===== src/spdp_map.vh =====
// Purpose: constants for the dual protocol serial configuration port
// Assumes: included by spdp_port.v only
// Notes:   frame positions count rising serial clock edges from 1
`ifndef SPDP_MAP_VH
`define SPDP_MAP_VH
`define SPDP_REG_ID_RDSEL   6'h00
`define SPDP_ADDR_W         6
`define SPDP_DATA_W         24
`define SPDP_POS_RW         6'h01
`define SPDP_POS_ADDR_LAST  6'h07
`define SPDP_POS_DATA_FIRST 6'h08
`define SPDP_POS_DATA_LAST  6'h1F
`define SPDP_POS_COMMIT     6'h20
`define SPDP_OPEN_AW        5
`define SPDP_OPEN_SRST_BIT  5
`define SPDP_PROTO_NONE     2'h0
`define SPDP_PROTO_SINGLE   2'h1
`define SPDP_PROTO_MULTI    2'h2
`define SPDP_CHIP_ID        24'hA5A5A5
`endif


===== src/spdp_port.v =====
// Purpose: serial configuration port with power-on protocol choice
// Assumes: serial lines are asynchronous and much slower than ref_clk_i
// Notes:   multi-target framing is left to outside logic; only its choice is made here
`timescale 1ns/10ps
`include "spdp_map.vh"
module spdp_port #(
    parameter CHIP_ID = `SPDP_CHIP_ID  // arbitrary value
) (
    // clock and reset
    input  wire        ref_clk_i,
    input  wire        arst_n_i,
    // serial pins
    input  wire        serial_enable_line_i,
    input  wire        serial_clk_i,
    input  wire        serial_in_line_i,
    output reg         lock_or_serial_out_o,
    // core side
    input  wire        lock_indicator_i,
    input  wire [23:0] rd_data_i,
    output reg  [5:0]  rd_addr_o,
    output reg         wr_stb_o,
    output reg  [5:0]  wr_addr_o,
    output reg  [23:0] wr_data_o,
    output reg         soft_rst_o,
    output reg  [17:0] gen_strobe_o,
    output reg  [4:0]  open_rd_addr_o,
    output reg  [1:0]  proto_o
);
    // pin order inside the sampler bank
    localparam NPIN    = 3;
    localparam PIN_SEN = 0;
    localparam PIN_SCK = 1;
    localparam PIN_SDI = 2;

    wire [NPIN-1:0] pin_raw;
    wire [NPIN-1:0] pin_s3;
    wire [NPIN-1:0] pin_lvl;
    wire [NPIN-1:0] pin_rise;

    assign pin_raw = {serial_in_line_i, serial_clk_i, serial_enable_line_i};

    genvar g;
    generate
        for (g = 0; g < NPIN; g = g + 1) begin : g_pin
            // three-stage sampler; stage 1 is read only by stage 2
            reg [2:0] sync_r;
            reg       lvl_r;
            always @(posedge ref_clk_i or negedge arst_n_i) begin
                if (!arst_n_i) begin
                    sync_r <= 3'h0;
                    lvl_r  <= 1'b0;
                end else begin
                    sync_r <= {sync_r[1:0], pin_raw[g]};
                    // a change counts once stages 2 and 3 agree
                    if (sync_r[1] == sync_r[2]) begin
                        lvl_r <= sync_r[2];
                    end
                end
            end
            assign pin_s3[g]   = sync_r[2];
            assign pin_lvl[g]  = lvl_r;
            assign pin_rise[g] = (sync_r[1] == sync_r[2]) && sync_r[2] && !lvl_r;
        end
    endgenerate

    wire sen_lvl  = pin_lvl[PIN_SEN];
    wire sen_rise = pin_rise[PIN_SEN];
    wire sck_rise = pin_rise[PIN_SCK];
    wire sdi_now  = pin_s3[PIN_SDI];

    // register zero is decoded for both read and write
    function is_reg_zero;
        input [5:0] a;
        begin
            is_reg_zero = (a == `SPDP_REG_ID_RDSEL);
        end
    endfunction

    // protocol choice cleared on power-on reset only, never on soft reset
    reg [1:0] proto_r;
    always @(posedge ref_clk_i or negedge arst_n_i) begin
        if (!arst_n_i) begin
            proto_r <= `SPDP_PROTO_NONE;
        end else if (proto_r == `SPDP_PROTO_NONE) begin
            if (sen_rise) begin
                proto_r <= `SPDP_PROTO_SINGLE;
            end else if (sck_rise) begin
                proto_r <= `SPDP_PROTO_MULTI;
            end
        end
    end
    always @* proto_o = proto_r;

    // single-target frame engine
    reg  [5:0]  pos_r;
    reg         rd_r;
    reg  [5:0]  addr_r;
    reg  [23:0] sh_r;
    reg  [23:0] rsh_r;
    reg         out_sel_r;
    // no chip address: one device owns the bus in this protocol
    wire        single    = (proto_r == `SPDP_PROTO_SINGLE);
    wire        active    = single && sen_lvl;
    wire [5:0]  pos_nxt   = pos_r + 6'h01;
    wire [5:0]  addr_nxt  = {addr_r[4:0], sdi_now};
    // edges past the commit are ignored until enable drops
    wire        step      = active && sck_rise && (pos_r != `SPDP_POS_COMMIT);
    wire        at_rw     = step && (pos_nxt == `SPDP_POS_RW);
    wire        in_addr   = step && (pos_nxt != `SPDP_POS_RW) && (pos_nxt <= `SPDP_POS_ADDR_LAST);
    wire        in_data   = step && (pos_nxt > `SPDP_POS_ADDR_LAST) && (pos_nxt <= `SPDP_POS_DATA_LAST);
    wire        at_commit = step && (pos_nxt == `SPDP_POS_COMMIT);

    // position, command bit, address and write data capture
    always @(posedge ref_clk_i or negedge arst_n_i) begin
        if (!arst_n_i) begin
            pos_r     <= 6'h00;
            rd_r      <= 1'b0;
            addr_r    <= 6'h00;
            sh_r      <= 24'h000000;
            rd_addr_o <= 6'h00;
        end else begin
            if (!active) begin
                pos_r <= 6'h00;
            end else if (step) begin
                pos_r <= pos_nxt;
            end
            if (at_rw) begin
                rd_r <= sdi_now;
            end
            if (in_addr) begin
                addr_r <= addr_nxt;
            end
            // core gets the read address before data edge eight
            if (in_addr && (pos_nxt == `SPDP_POS_ADDR_LAST)) begin
                rd_addr_o <= addr_nxt;
            end
            if (in_data) begin
                sh_r <= {sh_r[22:0], sdi_now};
            end
        end
    end

    // read data shifter and output select
    always @(posedge ref_clk_i or negedge arst_n_i) begin
        if (!arst_n_i) begin
            rsh_r     <= 24'h000000;
            out_sel_r <= 1'b0;
        end else if (!active) begin
            out_sel_r <= 1'b0;
        end else if (in_data && rd_r) begin
            out_sel_r <= 1'b1;
            if (pos_nxt == `SPDP_POS_DATA_FIRST) begin
                rsh_r <= is_reg_zero(addr_r) ? CHIP_ID : rd_data_i;
            end else begin
                rsh_r <= {rsh_r[22:0], 1'b0};
            end
        end else if (at_commit) begin
            out_sel_r <= 1'b0;
        end
    end

    // commit of a write frame; strobes last one cycle
    always @(posedge ref_clk_i or negedge arst_n_i) begin
        if (!arst_n_i) begin
            wr_stb_o       <= 1'b0;
            wr_addr_o      <= 6'h00;
            wr_data_o      <= 24'h000000;
            soft_rst_o     <= 1'b0;
            gen_strobe_o   <= 18'h00000;
            open_rd_addr_o <= 5'h00;
        end else begin
            wr_stb_o     <= 1'b0;
            soft_rst_o   <= 1'b0;
            gen_strobe_o <= 18'h00000;
            if (at_commit && !rd_r) begin
                if (is_reg_zero(addr_r)) begin
                    soft_rst_o     <= sh_r[`SPDP_OPEN_SRST_BIT];
                    gen_strobe_o   <= sh_r[23:6];
                    open_rd_addr_o <= sh_r[4:0];
                end else begin
                    wr_stb_o  <= 1'b1;
                    wr_addr_o <= addr_r;
                    wr_data_o <= sh_r;
                end
            end
        end
    end

    // shared output: lock detect unless read data is being shifted out
    always @(posedge ref_clk_i or negedge arst_n_i) begin
        if (!arst_n_i) begin
            lock_or_serial_out_o <= 1'b0;
        end else begin
            lock_or_serial_out_o <= out_sel_r ? rsh_r[23] : lock_indicator_i;
        end
    end

endmodule // spdp_port


===== config.mk =====
export PLATFORM = sky130hd
export DESIGN_NAME = spdp_port
export DESIGN_NICKNAME = d
export VERILOG_FILES = /design/src/spdp_port.v
export VERILOG_INCLUDE_DIRS = /design/src
export SDC_FILE = /design/constraint.sdc
export NUM_CORES = 1
export LEC_CHECK = 0
export ABC_AREA = 1
export BUFFER_PORTS_ARGS = -buffer_cell sky130_fd_sc_hd__buf_2
export CORE_ASPECT_RATIO = 2
export CORE_MARGIN = 5
export CORE_UTILIZATION = 56
export CTS_BUF_LIST = sky130_fd_sc_hd__clkbuf_4 sky130_fd_sc_hd__clkbuf_8 sky130_fd_sc_hd__clkbuf_16
export DETAILED_ROUTE_END_ITERATION = 6
export PLACE_DENSITY = 0.88
export SYNTH_ARGS = -nofsm -noshare
export SYNTH_HDL_FRONTEND = slang
export SYNTH_SLANG_ARGS = --single-unit

===== constraint.sdc =====
create_clock -name ref_clk_i -period 2.3 [get_ports ref_clk_i]
set_input_delay 0.69 -clock ref_clk_i [delete_from_list [all_inputs] [get_ports ref_clk_i]]
set_output_delay 0.69 -clock ref_clk_i [all_outputs]
set_load 0.02 [all_outputs]

After elaboration in Yosys (flattened, before gate mapping)
Cells that the tools add are included.
{"block": "word_totals", "register_bits": 137, "latchBits": 0, "ramBits": 0, "mem_bits_ro": 0, "in_bits": 30, "out_inout_bits": 64, "mem_count": 0}
{"block": "classes", "add_sub_neg": 1, "mul": 0, "div_mod_pow": 0, "n_lt_le_gt_ge": 3, "n_eq_ne": 11, "shifts": 0, "muxes": 16, "n_bitwise": 1, "reduce_logical": 26}
{"op": "$mux W24", "n": 2}
{"op": "$mux W18", "n": 2}
{"op": "$logic_and A1 B1 Y1", "n": 16}
{"op": "$mux W6", "n": 2}
{"op": "$mux W1", "n": 8}
{"op": "$reduce_and A2 Y1", "n": 4}
{"op": "$add A6 B1 Y6 const B", "n": 1}
{"op": "$eq A6 B1 Y1 const B", "n": 1}
{"op": "$eq A6 B3 Y1 const B", "n": 1}
{"op": "$eq A6 B4 Y1 const B", "n": 1}
{"op": "$eq A6 B6 Y1 const B", "n": 1}
{"op": "$gt A6 B3 Y1 const B", "n": 1}
{"op": "$le A6 B3 Y1 const B", "n": 1}
{"op": "$le A6 B5 Y1 const B", "n": 1}
{"op": "$logic_not A6 Y1", "n": 1}
{"op": "$ne A6 B1 Y1 const B", "n": 1}
{"op": "$ne A6 B6 Y1 const B", "n": 1}
{"op": "$mux W2", "n": 2}
{"op": "$logic_not A1 Y1", "n": 3}
{"op": "$ne A3 B1 Y1 const B", "n": 1}
{"op": "$eq A1 B1 Y1", "n": 2}
{"op": "$eq A2 B1 Y1 const B", "n": 1}
{"op": "$logic_not A2 Y1", "n": 1}
{"op": "$ne A2 B1 Y1 const B", "n": 1}
{"op": "2 further kinds", "n": 2}

Longest topological paths before layout
{"block": "depth", "word_depth": 10, "ltp_mapped": 14, "mapped_depth_nobuf": 13}

Least setup slack after synthesis
No wires, ideal clock.
{"block": "synth_path", "kind": "register to register", "start": "register pos_r[0]", "end": "register rsh_r[10]", "t_arrival_ns": 1.674, "required_ns": 2.184, "setup_slack_ns": 0.509, "path_stages_with_launch": 14, "path_buffers": 1, "synth_period_minus_slack_ns": 1.791, "cell_sequence": "dfrtp_1 inv_1 ha_1 nand2_1 inv_1 nand3_1 nand2_1 inv_2 nand2_2 nor2_4 nand2_4 buf_2 nand2_1 nand2_1"}
{"block": "synth_via", "elab_chain_len": 6, "elab_cells_between_ends": 11, "cone_classes": "add/sub: 1; order compare: 2; eq/ne: 2; mux: 1; reduce/logical: 5"}
{"element": "start: declaration", "line_no": "spdp_port.v:95", "source": "reg [5:0] pos_r;"}
{"element": "start signal: assignment", "line_no": "spdp_port.v:125", "source": "pos_r <= pos_nxt;"}
{"element": "$add A6 B1 Y6 / $ne A6 B6 Y1 (equally long branches)"}
{"element": "$gt A6 B3 Y1 (no source line) / $logic_and A1 B1 Y1 (equally long branches)"}
{"element": "$logic_and A1 B1 Y1 (2 in series)", "line_no": "spdp_port.v:110", "source": "wire in_data = step && (pos_nxt > `SPDP_POS_ADDR_LAST) && (pos_nxt <= `SPDP_POS_DATA_LAST);"}
{"element": "$logic_and A1 B1 Y1", "line_no": "spdp_port.v:150", "source": "end else if (in_data && rd_r) begin"}
{"element": "$reduce_and A2 Y1 (no source line)"}
{"element": "end signal: assignment", "line_no": "spdp_port.v:153", "source": "rsh_r <= is_reg_zero(addr_r) ? CHIP_ID : rd_data_i;"}
{"element": "end signal: assignment", "line_no": "spdp_port.v:155", "source": "rsh_r <= {rsh_r[22:0], 1'b0};"}
{"element": "end: declaration", "line_no": "spdp_port.v:99", "source": "reg [23:0] rsh_r;"}
Parallel ways exist; a longest one is shown, timed or not.
A chain may end at the register's enable or synchronous reset.

Worst setup path after layout
{"block": "layout_path", "start": "register pos_r[0]", "end": "register sh_r[11]"}
{"block": "layout_via", "elab_chain_len": 4, "elab_cells_between_ends": 7, "cone_classes": "add/sub: 1; order compare: 2; eq/ne: 1; reduce/logical: 3"}
{"element": "$add A6 B1 Y6 / $ne A6 B6 Y1 (equally long branches)"}
{"element": "$gt A6 B3 Y1 (no source line) / $logic_and A1 B1 Y1 (equally long branches)"}
{"element": "$logic_and A1 B1 Y1", "line_no": "spdp_port.v:110"}
{"element": "$logic_and A1 B1 Y1 *", "line_no": "spdp_port.v:110"}
{"element": "end signal: assignment", "line_no": "spdp_port.v:138", "source": "sh_r <= {sh_r[22:0], sdi_now};"}
{"element": "end: declaration", "line_no": "spdp_port.v:98", "source": "reg [23:0] sh_r;"}
Mark *: on every way between the ends. The rest lies on a longest branch, timed or not.

==> metrics <==
Detailed Routing Iterations Pass 1=5; initial antenna violation count=0; dominant cell by count in the synthesized netlist=nand2_1; ys flop type=dfrtp_1; Synth Area in Adders=1.490%; library cells used by synthesis=29; Post-DP Area=~6500 um^2; worst slack, placed=roughly 160 ps; Via Count=~5000; synth-to-layout area growth=21.37%; Worst EP arrival=approximately 2400 ps; H-tree depth=4; Initial DRC Count=between 200 and 250; Synth Area in Simple Gates=between 30% and 40%; hold slack final=182.1 ps; crit path max fanout=42; net count reported at finish=approximately 810; Mapped Area=just under 6000 um^2; final count of pins violating max slew=0; post-route ant nets=0; Remaining Overflow, GRT=0; Post-synth EDFFs=0; first-pass GRT wire length=roughly 25000 um; Global Route Usage Sum=25.23%; multiplexer area fraction after synthesis=less than 1%; fmax=~480 MHz; # setup viols final=0; critical path launch point type=flip-flop; Tightest Pin Transition=508.7 ps; Seq/Total Area, Yosys=58.31%; Routed WL per cell=around 16 um; Leak=roughly 3.8 nW; Synth Area in Compound Gates=roughly 3.3%; slew margin rel.=roughly two thirds; met3 routed WL=roughly 880 um; Longest Clk Path Bufs=2; Max VDD drop=around 0.73 mV; Top Layer Used=met4; Worst-path clk slew=approximately 60 ps; worst flop-to-flop path startpoint=pos_r[0]$_DFFE_PN0P_; final clock skew=8.532 ps; Met1 Wirelength=around 5200 um; status=finished clean; DP Wirelength=approximately 10000 um; RR Endpoint=sh_r[11]$_DFFE_PN0P_; pwr/cell area=approximately 770 nW/um^2; fin crit share=between 90 and 100%; Antenna diodes=0; starting density of the core=around 56%; Yosys top cell by area=dfrtp_1; postcts setup bufs=0; drt via density=about 5.4; RSZ-0062 raised after global routing=yes; # rows=53; post-synthesis net count=approximately 700; WS Path Type=flip-flop to flip-flop; HP Class=input port to asynchronous set/reset pin; die area=roughly 13000 um^2; GP Congestion=between 0.8 and 0.9; Post-Syn Instances=about 670; share of layout cells above drive strength 1=22.28%; wirelength, routed=between 10000 and 15000 um; final hold violations=0; met2 wire len=7934 um; Synth Area in XOR/XNOR=0%; die width=82.46 um; Synth area leaders=dfrtp_1 58%, nand2_1 18%, nand4_1 4.9%; Placed Cells=between 800 and 900; Setup crit end kind=flip-flop; vias in the first global route=between 5000 and 6000; # IOs=94; Non-Filler Instances=about 900; Finished Cell Area=~7100 um^2; Post-synth top cells=277 x nand2_1, 137 x dfrtp_1, 46 x nand4_1, 39 x inv_1, 31 x nor2_1; Req. time, crit path=between 2000 and 3000 ps; maxcap violations=0; path depth of the worst reg2reg path=11; syn avg cell area=8.749 um^2; post-layout min period=about 2100 ps; largest family of logic cells by synthesized area=simple AND/OR/NAND/NOR gates; synthesis-stage register bit count=approximately 140; Core ar.=10410 um^2; largest net degree at the start of global routing=between 40 and 50; async set-reset flop share out of synthesis=between 90% and 100%; final worst slack=around 210 ps; warnings from Yosys=0; clock sink total=around 140; drt drc=0; DIE HEIGHT=~150 um; cts bufs inserted=17; Clock Latency Late Sink=410 ps; Finished Core Util=approximately 69%; port bufs=just over 90; clock root buffer=clkbuf_16; r2r setup slk=210 ps; top-area cell type share of the netlist area=58.31%; CTS tree=done; # hold bufs at CTS=0
==> how the worst max path moves through the flow <==
stage	start	end	slack, ps	cells past startpoint
4_1_cts	pos_r[0]$_DFFE_PN0P_	rd_addr_o[4]$_DFFE_PN0P_	100	12
3_5_place_dp	pos_r[0]$_DFFE_PN0P_	rd_addr_o[0]$_DFFE_PN0P_	160	12
3_3_place_gp	pos_r[0]$_DFFE_PN0P_	rd_addr_o[3]$_DFFE_PN0P_	250	12
6_report	pos_r[0]$_DFFE_PN0P_	sh_r[11]$_DFFE_PN0P_	210	11
5_1_grt	pos_r[0]$_DFFE_PN0P_	sh_r[11]$_DFFE_PN0P_	-9	12
2_1_floorplan	pos_r[0]$_DFFE_PN0P_	rsh_r[10]$_DFFE_PN0P_	510	13
==> state kept, by name (all words and copies together) (netlist names) <==
register              count
addr_r                    6
g_pin.lvl_r               2
g_pin.sync_r              9
gen_strobe_o             18
lock_or_serial_out_o      1
open_rd_addr_o            5
out_sel_r                 1
pos_r                     6
proto_o                   2
rd_addr_o                 6
rd_r                      1
rsh_r                    24
sh_r                     24
soft_rst_o                1
wr_addr_o                 6
wr_data_o                24
wr_stb_o                  1
==> routing by layer <==
metal / track usage (%) / up-vias
li1: - / 2339
met2: 43.72 / 187
met4: 11.57 / 0
met1: 28.08 / 2423
met5: 0 / -
met3: 6.431 / 45
==> worst max-delay path: stages (launching register included) <==
cell and delay [ps]:
dfrtp_1 420, inv_1 120, ha_1 210, nand2_1 60, inv_1 40, nand3_1 70
nand2_1 180, inv_2 150, nand2_2 110, nor2_4 140, buf_6 280, o21ai_0 160
==> power breakdown <==
| group | leakage (nW) | internal (W) | switching, W | total [W] |
|---|---|---|---|---|
| sequential | 1.75 | 0.00245 | 0.0000314 | 0.00248 |
| clock | 0.279 | 0.00153 | 0.00115 | 0.00268 |
| combinational | 1.77 | 0.0000855 | 0.000253 | 0.000338 |
==> per-stage QoR <==
stage                     TNS [ps]  power (W)
after floorplan                  0   0.002695
after global placement           0   0.002841
after detailed placement         0   0.002860
after CTS                        0   0.005518
after global routing        -9.340   0.005682
final                            0   0.005494
==> area by class of cell <==
cell class                 instances  area, um^2
sequential                       137        3428
fill                             797        3276
multi-input combinational        458        2146
timing repair buffer             109       633.1
clock buffer                      17       425.4
inverter                          45       171.4
tap                              137       171.4
clock inverter                    15       160.2
==> layout by cell type (no fill, tap or decap), drive strengths merged, types with 6 or more instances in the layout <==
cell and count:
nand3 28, o21ai 28, or2 12, nand4 46, dfrtp 137, ha 7
inv 50, buf 109, clkinv 6, nor2 35, clkbuf 17, nand2 280
nand3b 12
==> timing repair <==
item | 4_1_cts | 5_1_grt
gates resized for setup | 0 | 6
endpoints found under the setup margin | 0 | 39
hold endpoints to repair | 0 | 0
==> logic make-up (layout without fill, tap and decap cells) <==
group	Yosys count	count (layout)
adder cells (fa/ha/maj)	7	7
multiplexers	2	2
buffers and inverters	77	186
AO/OA/AOI/OAI	36	36
flip-flops	137	137
AND/OR/NAND/NOR	413	413
(Power assumes the default switching activity.)
